$ cat src/hw/uhc_pkg.sv
// Purpose: Shared constants and carriers for the host command control block
// Assumes: 125 MHz controller clock, 16-bit command register
// Notes:   Port status bit positions follow the per-port status register
package uhc_pkg;

  // Command register field positions
  localparam int CMD_RUN_BIT      = 0;
  localparam int CMD_SOFT_RST_BIT = 1;
  localparam int CMD_BUS_RST_BIT  = 2;
  localparam int CMD_SUSPEND_BIT  = 3;
  localparam int CMD_RESUME_BIT   = 4;
  localparam int CMD_DEBUG_BIT    = 5;
  localparam int CMD_CFG_FLAG_BIT = 6;
  localparam int CMD_MAXP_BIT     = 7;
  localparam logic [15:0] CMD_RESET_VALUE = 16'h0000;
  localparam logic [15:0] CMD_WRITE_MASK  = 16'h00FF;

  // Per-port status bit positions
  localparam int PSC_CONNECT_BIT     = 0;
  localparam int PSC_CONNECT_CHG_BIT = 1;
  localparam int PSC_ENABLE_BIT      = 2;
  localparam int PSC_ENABLE_CHG_BIT  = 3;
  localparam int PSC_LOW_SPEED_BIT   = 8;
  localparam logic [15:0] PSC_SOFT_RST_MASK = 16'h010F;

  // Timing: full-speed bit time is 83.333 ns, so 64 bit times is ~5333 ns
  localparam int CLK_PERIOD_PS     = 8000;
  localparam int REDETECT_BIT_TIMES = 64;
  localparam int BIT_TIME_PS       = 83333;
  localparam int REDETECT_CYCLES   =
    (REDETECT_BIT_TIMES * BIT_TIME_PS) / CLK_PERIOD_PS;
  // Low-speed end-of-packet lasts 2 low-speed bit times of 666.67 ns
  localparam int LS_EOP_NS         = 1334;
  localparam int LS_EOP_CYCLES     = (LS_EOP_NS * 1000) / CLK_PERIOD_PS;
  // Internal soft reset sequence length
  localparam int SOFT_RST_CYCLES   = 4;

  typedef enum logic [1:0] {
    USB_SIG_IDLE,
    USB_SIG_RESUME,
    USB_SIG_LS_EOP,
    USB_SIG_RESET
  } uhc_bus_sig_e;

  typedef struct packed {
    logic connect;
    logic lowSpeed;
  } uhc_port_line_s;

endpackage

$ cat src/hw/uhc_port_redetect.sv
// Purpose: Per-port status bits touched by controller soft reset
// Assumes: Line state inputs synchronous to sys_clk
// Notes:   Only bits 8 and 3:0 are modelled here
`timescale 1ns/1ps
`default_nettype none
module uhc_port_redetect
  import uhc_pkg::*;
#(
  parameter int REDETECT = REDETECT_CYCLES
)
(
  input  wire logic           sys_clk,
  input  wire logic           reset,
  input  wire logic           softReset,
  input  wire uhc_port_line_s lineState,
  input  wire logic           clearChange,
  output logic [15:0]         portStatus
);

  logic [12:0] settleCount;
  logic        settling;

  // Re-detect roughly 64 bit times after the soft reset bit falls
  always_ff @(posedge sys_clk)
  begin
    if (reset || softReset)
    begin
      settleCount <= 13'(REDETECT);
      settling    <= softReset;
    end
    else if (settling && settleCount != 13'h0000)
      settleCount <= settleCount - 13'h0001;
    else
      settling <= 1'b0;
  end

  always_ff @(posedge sys_clk)
  begin
    if (reset)
      portStatus <= 16'h0000;
    else if (softReset)
    begin
      // Virtual disconnect disables the port and flags both changes
      portStatus[PSC_CONNECT_BIT]     <= 1'b0;
      portStatus[PSC_ENABLE_BIT]      <= 1'b0;
      portStatus[PSC_CONNECT_CHG_BIT] <= 1'b1;
      portStatus[PSC_ENABLE_CHG_BIT]  <= 1'b1;
      portStatus[PSC_LOW_SPEED_BIT]   <= 1'b0;
    end
    else
    begin
      if (clearChange)
      begin
        portStatus[PSC_CONNECT_CHG_BIT] <= 1'b0;
        portStatus[PSC_ENABLE_CHG_BIT]  <= 1'b0;
      end
      if (!settling)
      begin
        portStatus[PSC_CONNECT_BIT]   <= lineState.connect;
        portStatus[PSC_LOW_SPEED_BIT] <= lineState.lowSpeed;
      end
    end
  end

endmodule
`default_nettype wire

$ cat src/hw/uhc_command_ctrl.sv
// Purpose: Command register control of a two-port host controller
// Assumes: Synchronous register write strobe with byte data on sys_clk
// Notes:   Schedule engine joins through txn start/done and halted flag
`timescale 1ns/1ps
`default_nettype none

// Notes on behaviour
// - Single-step clears run bit after each transaction
// - Single-step waits for run rewrite before next
// - Force-resume bit drives global resume signalling
// - Suspend plus bus event sets force-resume
// - Resume fall emits LS EOP; bit stays set
// - Suspend blocks transactions, still accepts resume
// - Bus reset drives reset signalling, resets logic
// - Chip reset acts as bus reset, silently
// - Soft reset reinitialises state, aborts transaction
// - Soft reset bit self-clears when sequence done
// - Soft reset touches port bits 8, 3:0 only
// - Soft reset virtual disconnect, sets change bits
// - Ports redetect 64 bit times after soft reset
// - Run bit set keeps schedule executing
// - Run cleared: finish transaction, then halt
// - Fatal errors clear the run bit
// - Halted flag set once stopped
module uhc_command_ctrl
  import uhc_pkg::*;
#(
  parameter int NUM_PORTS = 2
)
(
  input  wire logic                 sys_clk,
  input  wire logic                 reset,
  input  wire logic                 cmdWrite,
  input  wire logic [15:0]          cmdWriteData,
  input  wire logic                 txnDone,
  input  wire logic                 txnWanted,
  input  wire logic                 consistencyError,
  input  wire logic                 pciBusError,
  input  wire logic                 busResumeEvent,
  input  wire uhc_port_line_s [NUM_PORTS-1:0] portLine,
  input  wire logic                 portChangeClear,
  output logic [15:0]               hostCommand,
  output logic                      halted_flag,
  output logic                      txnStart,
  output logic                      txnAbort,
  output logic                      resumeReceived,
  output uhc_bus_sig_e              busSignal,
  output logic [NUM_PORTS-1:0][15:0] portStatus
);

  logic       inTxn;
  logic [7:0] eopCount;
  logic [2:0] softCount;
  logic       softActive;
  logic       logicReset;
  logic       resumeFall;

  function automatic logic cmdBit(input logic [15:0] v, input int pos);
    return v[pos];
  endfunction

  // Bus-wide reset holds all logic in reset; chip reset does the same
  assign logicReset = reset || hostCommand[CMD_BUS_RST_BIT];
  assign softActive = hostCommand[CMD_SOFT_RST_BIT];
  // Software clear of force-resume is caught at the write itself, so the
  // bit never reads zero before the end-of-packet has run, except for a clear written while soft reset is active
  assign resumeFall = cmdWrite && !cmdBit(cmdWriteData, CMD_RESUME_BIT) &&
                      hostCommand[CMD_RESUME_BIT] && eopCount == 8'h00 &&
                      !softActive && !hostCommand[CMD_BUS_RST_BIT];

  // Command register
  always_ff @(posedge sys_clk)
  begin
    if (reset)
      hostCommand <= CMD_RESET_VALUE;
    else if (hostCommand[CMD_BUS_RST_BIT])
    begin
      // Only software may release the bus reset bit
      hostCommand <= CMD_RESET_VALUE | (16'h0004);
      if (cmdWrite && !cmdBit(cmdWriteData, CMD_BUS_RST_BIT))
        hostCommand <= CMD_RESET_VALUE;
    end
    else
    begin
      if (cmdWrite)
      begin
        hostCommand <= cmdWriteData & CMD_WRITE_MASK;
        // Force-resume stays one until the end-of-packet finishes
        if ((eopCount != 8'h00 || resumeFall) &&
            !cmdBit(cmdWriteData, CMD_RESUME_BIT))
          hostCommand[CMD_RESUME_BIT] <= 1'b1;
      end
      if (softActive && softCount == 3'h0 &&
          !(cmdWrite && cmdBit(cmdWriteData, CMD_SOFT_RST_BIT)))
        hostCommand[CMD_SOFT_RST_BIT] <= 1'b0;
      if (softActive)
        hostCommand[CMD_RUN_BIT] <= 1'b0;
      // Single-step clear of run loses to a same-cycle write; software rewrite restarts
      if (consistencyError || pciBusError)
        hostCommand[CMD_RUN_BIT] <= 1'b0;
      else if (txnDone && hostCommand[CMD_DEBUG_BIT] && !cmdWrite)
        hostCommand[CMD_RUN_BIT] <= 1'b0;
      if (eopCount > 8'h01)
        hostCommand[CMD_RESUME_BIT] <= 1'b1;
      else if (eopCount == 8'h01)
        hostCommand[CMD_RESUME_BIT] <= 1'b0;
      // A wake event set wins over the end-of-packet clear
      if (hostCommand[CMD_SUSPEND_BIT] && busResumeEvent)
        hostCommand[CMD_RESUME_BIT] <= 1'b1;
    end
  end

  // Soft reset sequence length
  always_ff @(posedge sys_clk)
  begin
    if (logicReset)
      softCount <= 3'(SOFT_RST_CYCLES);
    else if (!softActive)
      softCount <= 3'(SOFT_RST_CYCLES);
    else if (softCount != 3'h0)
      softCount <= softCount - 3'h1;
  end

  // Resume edge and low-speed EOP timer
  always_ff @(posedge sys_clk)
  begin
    if (logicReset || softActive)
    begin
      eopCount <= 8'h00;
    end
    else
    begin
      if (resumeFall)
        eopCount <= 8'(LS_EOP_CYCLES);
      else if (eopCount != 8'h00)
        eopCount <= eopCount - 8'h01;
    end
  end

  // Transaction engine handshake
  always_ff @(posedge sys_clk)
  begin
    if (logicReset)
    begin
      inTxn    <= 1'b0;
      txnStart <= 1'b0;
      txnAbort <= 1'b0;
    end
    else if (softActive)
    begin
      inTxn    <= 1'b0;
      txnStart <= 1'b0;
      txnAbort <= inTxn;
    end
    else
    begin
      txnAbort <= 1'b0;
      txnStart <= 1'b0;
      if (inTxn && txnDone)
        inTxn <= 1'b0;
      else if (!inTxn && txnWanted && hostCommand[CMD_RUN_BIT] &&
               !hostCommand[CMD_SUSPEND_BIT] && !txnStart)
      begin
        inTxn    <= 1'b1;
        txnStart <= 1'b1;
      end
    end
  end

  // Halted once stopped with nothing in flight
  always_ff @(posedge sys_clk)
  begin
    if (logicReset)
      halted_flag <= 1'b1;
    else
      halted_flag <= !hostCommand[CMD_RUN_BIT] && !inTxn &&
                     !(txnStart);
  end

  // Resume from the bus is still seen during suspend
  always_ff @(posedge sys_clk)
  begin
    if (logicReset)
      resumeReceived <= 1'b0;
    else
      resumeReceived <= hostCommand[CMD_SUSPEND_BIT] && busResumeEvent;
  end

  // Line signalling priority: reset, end-of-packet, resume
  always_ff @(posedge sys_clk)
  begin
    if (reset)
      busSignal <= USB_SIG_IDLE;
    else if (hostCommand[CMD_BUS_RST_BIT])
      busSignal <= USB_SIG_RESET;
    else if (hostCommand[CMD_RESUME_BIT] && eopCount == 8'h00 &&
             !resumeFall)
      busSignal <= USB_SIG_RESUME;
    else if (eopCount != 8'h00 || resumeFall)
      busSignal <= USB_SIG_LS_EOP;
    else
      busSignal <= USB_SIG_IDLE;
  end

  genvar p;
  generate
    for (p = 0; p < NUM_PORTS; p++)
    begin : gen_port
      uhc_port_redetect u_port (
        .sys_clk     (sys_clk),
        .reset       (logicReset),
        .softReset   (softActive),
        .lineState   (portLine[p]),
        .clearChange (portChangeClear),
        .portStatus  (portStatus[p])
      );
    end
  endgenerate

  a_step_clears_run: assert property (@(posedge sys_clk) disable iff (reset)
    txnDone && inTxn && hostCommand[CMD_DEBUG_BIT] && !cmdWrite &&
    !hostCommand[CMD_BUS_RST_BIT] |=> !hostCommand[CMD_RUN_BIT])
    else $error("Run bit not cleared after single step");
  a_no_start_stopped: assert property (@(posedge sys_clk) disable iff (reset)
    txnStart |-> $past(hostCommand[CMD_RUN_BIT]))
    else $error("Transaction started while stopped");
  a_resume_drive: assert property (@(posedge sys_clk) disable iff (reset)
    hostCommand[CMD_RESUME_BIT] && eopCount == 8'h00 && !resumeFall &&
    !hostCommand[CMD_BUS_RST_BIT] |=> busSignal == USB_SIG_RESUME)
    else $error("Resume not driven");
  a_wake_event: assert property (@(posedge sys_clk) disable iff (reset)
    hostCommand[CMD_SUSPEND_BIT] && busResumeEvent &&
    !hostCommand[CMD_BUS_RST_BIT] |=> hostCommand[CMD_RESUME_BIT])
    else $error("Bus event did not set force-resume");
  a_eop_holds_bit: assert property (@(posedge sys_clk) disable iff (reset)
    resumeFall && !softActive |=> hostCommand[CMD_RESUME_BIT] [*2])
    else $error("Force-resume fell before end-of-packet");
  a_suspend_no_txn: assert property (@(posedge sys_clk) disable iff (reset)
    txnStart |-> !$past(hostCommand[CMD_SUSPEND_BIT]))
    else $error("Transaction in suspend");
  a_bus_reset_sig: assert property (@(posedge sys_clk) disable iff (reset)
    hostCommand[CMD_BUS_RST_BIT] |=> busSignal == USB_SIG_RESET)
    else $error("Reset signalling missing");
  a_soft_selfclear: assert property (@(posedge sys_clk) disable iff (reset)
    $rose(softActive) && !hostCommand[CMD_BUS_RST_BIT] && !cmdWrite
    |-> ##[1:8] !softActive)
    else $error("Soft reset bit never cleared");
  a_fatal_stop: assert property (@(posedge sys_clk) disable iff (reset)
    pciBusError || consistencyError |=> !hostCommand[CMD_RUN_BIT])
    else $error("Fatal error left run set");
  a_halted_flag: assert property (@(posedge sys_clk) disable iff (reset)
    !hostCommand[CMD_RUN_BIT] && !inTxn && !txnStart |=> halted_flag)
    else $error("Halted flag not set when stopped");

  c_single_step: cover property (@(posedge sys_clk)
    hostCommand[CMD_DEBUG_BIT] && txnStart ##[1:20] txnDone);
  c_resume_eop: cover property (@(posedge sys_clk)
    resumeFall ##1 busSignal == USB_SIG_LS_EOP);
  c_soft_reset: cover property (@(posedge sys_clk) $fell(softActive));
  c_fatal: cover property (@(posedge sys_clk) pciBusError && inTxn);
  c_bus_reset: cover property (@(posedge sys_clk) $fell(logicReset));

  // Soft reset side effects on the transaction engine
  a_abort_on_soft: assert property (@(posedge sys_clk) disable iff (reset)
    softActive && inTxn |=> txnAbort)
    else $error("Transaction not aborted by soft reset");
  a_soft_no_start: assert property (@(posedge sys_clk) disable iff (reset)
    softActive |=> !txnStart)
    else $error("Transaction started during soft reset");
  a_soft_stops_run: assert property (@(posedge sys_clk) disable iff (reset)
    softActive |=> !hostCommand[CMD_RUN_BIT])
    else $error("Run bit survived soft reset");
  a_abort_pulse: assert property (@(posedge sys_clk) disable iff (reset)
    txnAbort |=> !txnAbort)
    else $error("Abort longer than one cycle");

  // End-of-packet after a software clear of force-resume
  a_eop_signal: assert property (@(posedge sys_clk) disable iff (reset)
    eopCount != 8'h00 && !hostCommand[CMD_BUS_RST_BIT]
    |=> busSignal == USB_SIG_LS_EOP)
    else $error("End-of-packet not driven");
  a_eop_bit_set: assert property (@(posedge sys_clk) disable iff (reset)
    eopCount > 8'h01 && !hostCommand[CMD_BUS_RST_BIT]
    |=> hostCommand[CMD_RESUME_BIT])
    else $error("Force-resume dropped during end-of-packet");
  a_eop_bit_ends: assert property (@(posedge sys_clk) disable iff (reset)
    eopCount == 8'h01 && !hostCommand[CMD_BUS_RST_BIT] &&
    !(hostCommand[CMD_SUSPEND_BIT] && busResumeEvent)
    |=> !hostCommand[CMD_RESUME_BIT])
    else $error("Force-resume stuck after end-of-packet");

  // Schedule execution and halting
  a_run_starts: assert property (@(posedge sys_clk) disable iff (reset)
    hostCommand[CMD_RUN_BIT] && !inTxn && txnWanted && !txnStart &&
    !hostCommand[CMD_SUSPEND_BIT] && !softActive &&
    !hostCommand[CMD_BUS_RST_BIT] |=> txnStart)
    else $error("Running controller did not start a transaction");
  a_start_pulse: assert property (@(posedge sys_clk) disable iff (reset)
    txnStart |=> !txnStart)
    else $error("Start longer than one cycle");
  a_txn_finishes: assert property (@(posedge sys_clk) disable iff (reset)
    inTxn && !txnDone && !softActive && !hostCommand[CMD_BUS_RST_BIT]
    |=> inTxn)
    else $error("Transaction dropped before done");
  a_busy_not_halt: assert property (@(posedge sys_clk) disable iff (reset)
    inTxn && !hostCommand[CMD_BUS_RST_BIT] |=> !halted_flag)
    else $error("Halted while a transaction is in flight");
  a_halt_needs_stop: assert property (@(posedge sys_clk) disable iff (reset)
    halted_flag && !$past(logicReset)
    |-> !$past(hostCommand[CMD_RUN_BIT]))
    else $error("Halted flag set while running");

  // Resets and register readback
  a_bus_reset_hold: assert property (@(posedge sys_clk) disable iff (reset)
    hostCommand[CMD_BUS_RST_BIT] &&
    !(cmdWrite && !cmdWriteData[CMD_BUS_RST_BIT])
    |=> hostCommand == 16'h0004)
    else $error("Bus reset bit not held");
  a_bus_reset_idle: assert property (@(posedge sys_clk) disable iff (reset)
    hostCommand[CMD_BUS_RST_BIT] |=> halted_flag && !txnStart)
    else $error("Logic not held in bus reset");
  a_chip_reset: assert property (@(posedge sys_clk)
    reset |=> hostCommand == CMD_RESET_VALUE && halted_flag &&
    busSignal == USB_SIG_IDLE)
    else $error("Chip reset state wrong");
  a_readback: assert property (@(posedge sys_clk) disable iff (reset)
    cmdWrite && !hostCommand[CMD_BUS_RST_BIT]
    |=> hostCommand[15:6] == {8'h00, $past(cmdWriteData[7:6])})
    else $error("Written bits did not read back");
  a_resume_quiet: assert property (@(posedge sys_clk) disable iff (reset)
    !hostCommand[CMD_SUSPEND_BIT] |=> !resumeReceived)
    else $error("Resume reported outside suspend");

endmodule
`default_nettype wire

$ cat config.mk
export PLATFORM = sky130hd
export DESIGN_NAME = uhc_command_ctrl
export DESIGN_NICKNAME = d
export VERILOG_FILES = /design/src/hw/uhc_pkg.sv /design/src/hw/uhc_port_redetect.sv /design/src/hw/uhc_command_ctrl.sv
export SDC_FILE = /design/constraint.sdc
export NUM_CORES = 1
export LEC_CHECK = 0
export CAP_MARGIN = 15
export CORE_UTILIZATION = 56
export CTS_CLUSTER_DIAMETER = 80
export CTS_CLUSTER_SIZE = 40
export DETAILED_ROUTE_END_ITERATION = 6
export DONT_BUFFER_PORTS = 1
export GPL_TIMING_DRIVEN = 0
export PLACE_DENSITY = 0.71
export RECOVER_POWER = 50
export SLEW_MARGIN = 15
export SYNTH_ARGS = -nofsm -noshare
export SYNTH_HDL_FRONTEND = slang
export SYNTH_HIERARCHICAL = 1
export SYNTH_SLANG_ARGS = --single-unit
$ cat constraint.sdc
create_clock -name sys_clk -period 2.45 [get_ports sys_clk]
set_clock_uncertainty 0.15 [all_clocks]
set_input_delay 0.3675 -clock sys_clk [delete_from_list [all_inputs] [get_ports sys_clk]]
set_output_delay 0.3675 -clock sys_clk [all_outputs]
set_load 0.02 [all_outputs]
==> flow_summary.toml, run 1 <==
[sta]
slew_headroom_pct = 42.2
rsz0062_at_grt = "no"
drv_slew = 0
fmax_mhz = 442
finalSetupViolCount = 0
final-hold-violation-count = 0
min_period_ns = 2.26
period_share_pct = 92.4
worstMarginPinSlew_ns = 0.859
fin_ws_ns = 0.187
fin_setup_tns_ns = 0

[synthesis]
ys_ff_latch = 60
synth-edff-count = 2
synthTopCellsByArea = "dfxtp_1, buf_4, nor2_1, mux2i_1, a21oi_1"
synthFlopType = "dfxtp_1"
syn_avg_cell_area_sq_um = 8.80
synth_top_cell_area_share_pct = 39.5
ys_warn_count = 6
yosysTopAreaCell = "dfxtp_1"
yosysUniqueCellTypes = 50
yosysSeqAreaShare_pct = 41.6
ys_async_sr_fraction_pct = 0
syn_inst = 334
ys_top_cells_by_count = "dfxtp_1, nor2_1, buf_4, a21oi_1, nand2_1"
netlist_area_sq_um = 2940
synth.most_common_cell = "dfxtp_1"

[clocking]
cts_buffer_depth = 2
cts_root_buf = "clkbuf_8"
clk_pin_slew_ns = 0.07
cts_made_buffers = 9
cts.sinks = 60
clk_latency_ns = 0.34
cts_tree = "built"
h-tree-depth = 3

[setup_path]
r2r_start = "hostCommand[1]"
reg2reg_slack_ns = 0.19
cp_top_family = "buffers and inverters"
critical_path.max_stage_delay_ns = 0.60
r2r_end = "hostCommand[0]"
crit_fanout = 17
critPathKind = "flip-flop to flip-flop"
crit_path_cell_trace = "or3_1 -> clkbuf_1 -> a2111oi_2 -> dlygate4sd3_1"
worstSetupEndpoint = "hostCommand[0]"
rr_worst_depth = 4
startpoint = "hostCommand[1]"
crit_required_ns = 2.59
arrival_ns = 2.40
crit_path_end_kind = "flip-flop"
worst_setup_path_start_kind = "flip-flop"
slowest_stage = "dlygate4sd3_1"
crit_buf_inv = 2
cp_num_cells = 4

[floorplanning]
die_h_um = 74.4
die_area_sq_um = 5540
start_util_pct = 60.2
die_w_um = 74.4
core_area_sq_um = 4880
io_pins = 83
rows = 25

[global_route]
grt_max_degree = 18
grt_usage_pct = 21.8
antenna_found_initial = 0
grt_pass1_wl_um = 9050
grt_pass1_vias = 2098
grt-ovfl-total = 0

[placed_design]
io_buffer_count = 0
gp_congestion = 0.763
hpwl_um = 3910
placement.setup.worst_slack_ns = 0.0609

[layout]
syn2layout_area_growth_pct = 14.7
layout-drive-gt1-share_pct = 18.0
fin_nets = 414
antenna_cells = 0
final-seq-area_sq_um = 1220
fillCellCount = 430
multiInputGateArea_sq_um = 1490

[pwr]
leakagePower_nw = 1.38
irDropWorstVdd_mv = 0.667
switching_power_mw = 0.891
p_clk_share_pct = 31.3
p_seq_share_pct = 45.3
internal_power_mw = 1.79
p_per_area_nw_per_um2 = 796
switching_share_pct = 33.2
p_comb_share_pct = 23.4

[drt]
num_vias = 2343
drt_iter0_markers = 191
drt-pass1-iter-count = 4
drt_wl_total_um = 5520
via_per_inst = 5.21
wl_per_cell_um = 12.3
drc = 0
ant_nets = 0

[job]
max_cap_viol_count = 0

[outcome]
status = "finished clean"

[hold_path]
min_path_type = "input pin to flip-flop"
==> kinds of logic (layout without fill, tap and decap cells) <==
family          count (synthesis)  in the layout  synth area share (%)
xor+xnor                        6              6                  1.79
flops                          60             60                  41.6
compound gates                 57             57                  12.1
buf+inv                        57             77                  11.7
simple gates                  131            131                  25.0
mux                            13             13                  4.47
fa+ha+maj                       7              7                  2.98
other cells                     3             32                 0.383
==> layer usage <==
| layer | share of wire [%] | up-vias | track usage (%) |
|---|---|---|---|
| met1 | 44 | 1069 | 25.0 |
| met5 | 0 | - | 0 |
| met3 | 6.6 | 7 | 10.3 |
| met2 | 48 | 64 | 35.3 |
| li1 | - | 1203 | - |
| met4 | 1.2 | 0 | 8.39 |
==> through the flow <==
step                utilization, %  total power, mW  std cells  hold WS (ns)  instance area, sq um
detailed placement            64.2             1.85        430         0.272                  3130
global route                  69.1             2.84        450     0.0000862                  3370
global placement              64.2             1.84        430         0.270                  3130
finish                        69.1             2.68        450        0.0148                  3370
floorplan                        -             1.75        363         0.260                  3050
CTS                           69.0             2.71        450       0.00940                  3370
==> power groups by stage <==
stage          Clock (mW)  Combinational [mW]  Sequential [mW]
6_report            0.839               0.628             1.21
5_1_grt             0.910               0.700             1.23
4_1_cts             0.863               0.627             1.22
3_5_place_dp            0               0.616             1.24
3_3_place_gp            0               0.603             1.23
2_1_floorplan           0               0.534             1.21
==> flip-flops by register name, summed over array words and instances (netlist names) <==
signal and flops:
eopCount 8, gen_port.u_port/settling 2, gen_port.u_port/portStatus 6, halted_flag 1, inTxn 1, gen_port.u_port/settleCount 26, txnAbort 1, resumeReceived 1
busSignal 2, softCount 3, txnStart 1, hostCommand 8
==> placed cells by master, fill, tap and decap left out, types with 7 or more instances in the layout <==
cell / instances
nor3_1: 7
or3_1: 9
nand3_1: 10
dfxtp_1: 58
nand2_1: 20
nor2_1: 35
clkbuf_8: 9
buf_4: 32
conb_1: 32
inv_1: 14
mux2i_1: 12
a21oi_1: 21
clkbuf_1: 8
ha_1: 7
o21ai_0: 12
==> area by class of cell <==
cell class,count,share of cell area [%]
Buffer,42,8.31
Inverter,15,1.78
Multi-Input combinational cell,246,44.2
Timing Repair Buffer,4,1.19
Tap cell,67,2.49
Clock buffer,10,4.42
Clock inverter,6,1.37
Sequential cell,60,36.2
==> worst min path at each step <==
stage                                                     to  cells after the start                          startpoint
after floorplan           gen_port[0].u_port/settleCount[12]                      2  gen_port[0].u_port/settleCount[12]
after global placement    gen_port[1].u_port/settleCount[12]                      2  gen_port[1].u_port/settleCount[12]
after detailed placement  gen_port[0].u_port/settleCount[12]                      2  gen_port[0].u_port/settleCount[12]
after CTS                                     hostCommand[7]                      2                     cmdWriteData[7]
after global routing                             halted_flag                      2                               reset
final                                            halted_flag                      2                               reset
==> timing repair <==
action	CTS	global route
setup buffers	0	0
gates resized for setup	0	4
hold buffers	4	0
endpoints found under the hold margin	5	0
endpoints found under the setup margin	0	6
(Power assumes the default switching activity.)
==> run 2, diff against run 1 <==
- CORE_UTILIZATION: 56 -> 63
- PLACE_DENSITY: 0.71 -> 0.79
==> flow_summary.toml, run 2 (synthesis results as in run 1) <==
[floorplanning]
die_area_sq_um = 4940
core_area_sq_um = 4410
io_pins = 83
rows = 24
start_util_pct = 66.6
die_h_um = 70.3
die_w_um = 70.3

[sta]
fmax_mhz = 433
worstMarginPinSlew_ns = 0.898
final-hold-violation-count = 0
timing.hold.ws_ns = 0.0193
finalSetupViolCount = 0
fin_ws_ns = 0.142
period_share_pct = 94.2
slew_headroom_pct = 39.6
drv_slew = 0
min_period_ns = 2.31

[global_route]
antenna_found_initial = 0
grt_usage_pct = 23.7
grt_max_degree = 18
grt_pass1_vias = 2215
grt_pass1_wl_um = 9380
grt-ovfl-total = 0

[placed_design]
post_dp_cell_area_sq_um = 3110
gp_congestion = 0.791
io_buffer_count = 0
hpwl_um = 3950
placement.setup.worst_slack_ns = 0.0305

[clocking]
cts_root_buf = "clkbuf_8"
cts.sinks = 60
cts_tree = "built"
clk_pin_slew_ns = 0.07
h-tree-depth = 3
cts_buffer_depth = 2
cts_made_buffers = 9
clk_latency_ns = 0.34

[layout]
final_cell_mix = "dfxtp_1, buf_4, nor2_1"
fillCellCount = 327
fin_nets = 417
largest_reg_flops = 26
top_register = "gen_port.u_port/settleCount"
syn2layout_area_growth_pct = 16.0
antenna_cells = 0
top_regs = "gen_port.u_port/settleCount: 26 flops, eopCount: 8 flops, hostCommand: 8 flops"
final_common_cell = "dfxtp_1"
final_area_sq_um = 3410
layout-drive-gt1-share_pct = 18.9

[pwr]
irDropWorstVdd_mv = 0.760
leakagePower_nw = 1.42
design_power_total_mw = 2.88
p_per_area_nw_per_um2 = 846

[hold_path]
hold_end = "txnStart"
hold_start = "txnWanted"
whs_path_depth = 2
min_path_type = "input pin to flip-flop"

[setup_path]
r2r_end = "hostCommand[0]"
reg2reg_slack_ns = 0.14
r2r_start = "hostCommand[2]"
arrival_ns = 2.44
critPathKind = "flip-flop to flip-flop"
crit_path_end_kind = "flip-flop"
rr_worst_depth = 4
worst_setup_path_start_kind = "flip-flop"
crit_fanout = 9
crit_required_ns = 2.58

[drt]
drt_iter0_markers = 159
drc = 0
num_vias = 2389
via_per_inst = 5.45
wl_per_cell_um = 12.9
drt_wl_total_um = 5660
ant_nets = 0
drt-pass1-iter-count = 4

[job]
max_cap_viol_count = 0

[outcome]
status = "finished clean"
## run 2: cell count changes in the layout (fill, tap and decap cells not counted), sizes merged
cell         previous run  this run
clkinv                  3         2
buf                    34        39
bufinv                  0         2
dlygate4sd3             4         3
clkbuf                 18        17
inv                    15        14
## run 2: critical path: stages, from the launching register on
cell and delay (ns):
dfxtp_1 0.44, or3_1 0.42, clkbuf_1 0.23, a2111oi_0 0.39
dlygate4sd3_1 0.62
## run 2: final cells by class
cell class | count | area, sq um | area share (%)
Sequential cell | 60 | 1220 | 35.9
Multi-Input combinational cell | 246 | 1480 | 43.5
Buffer | 42 | 284 | 8.34
Tap cell | 52 | 65.1 | 1.91
Timing Repair Buffer | 7 | 60.1 | 1.76
Inverter | 15 | 60.1 | 1.76
Clock inverter | 6 | 85.1 | 2.50
Clock buffer | 10 | 149 | 4.37
## run 2: how the worst max path moves through the flow
stage	endpoint	cells past startpoint	start
after global placement	gen_port[0].u_port/settleCount[1]	6	hostCommand[2]
after floorplan	gen_port[0].u_port/settleCount[1]	6	hostCommand[2]
after detailed placement	gen_port[1].u_port/settleCount[1]	6	hostCommand[2]
after global routing	gen_port[1].u_port/settleCount[1]	6	hostCommand[2]
after CTS	gen_port[1].u_port/settleCount[1]	6	hostCommand[2]
final	hostCommand[0]	4	hostCommand[2]
## run 2: what timing repair did
action | CTS | global route
buffers inserted | 0 | 4
endpoints found under the hold margin | 4 | 0
setup endpoints to repair | 0 | 10
resized for setup | 0 | 2
hold buffers | 3 | 0
## run 2: metal layers
layer	vias up	global-route usage, %	share of wire, %
met5	-	0	0
met4	0	8.67	1.1
met3	8	7.79	7.2
met2	82	40.4	51
met1	1088	27.5	41
li1	1211	-	-
## run 2: per-stage QoR
step | utilization [%] | std cells | setup TNS, ns
finish | 77.2 | 438 | 0
global route | 77.2 | 438 | -0.00553
CTS | 76.5 | 434 | 0
detailed placement | 70.5 | 415 | 0
global placement | 70.5 | 415 | 0
floorplan | - | 363 | 0
## run 2: where the power goes
group	internal, mW	switching [mW]	leakage [nW]
sequential	1.07	0.142	0.496
clock	0.630	0.394	0.113
combinational	0.289	0.353	0.811
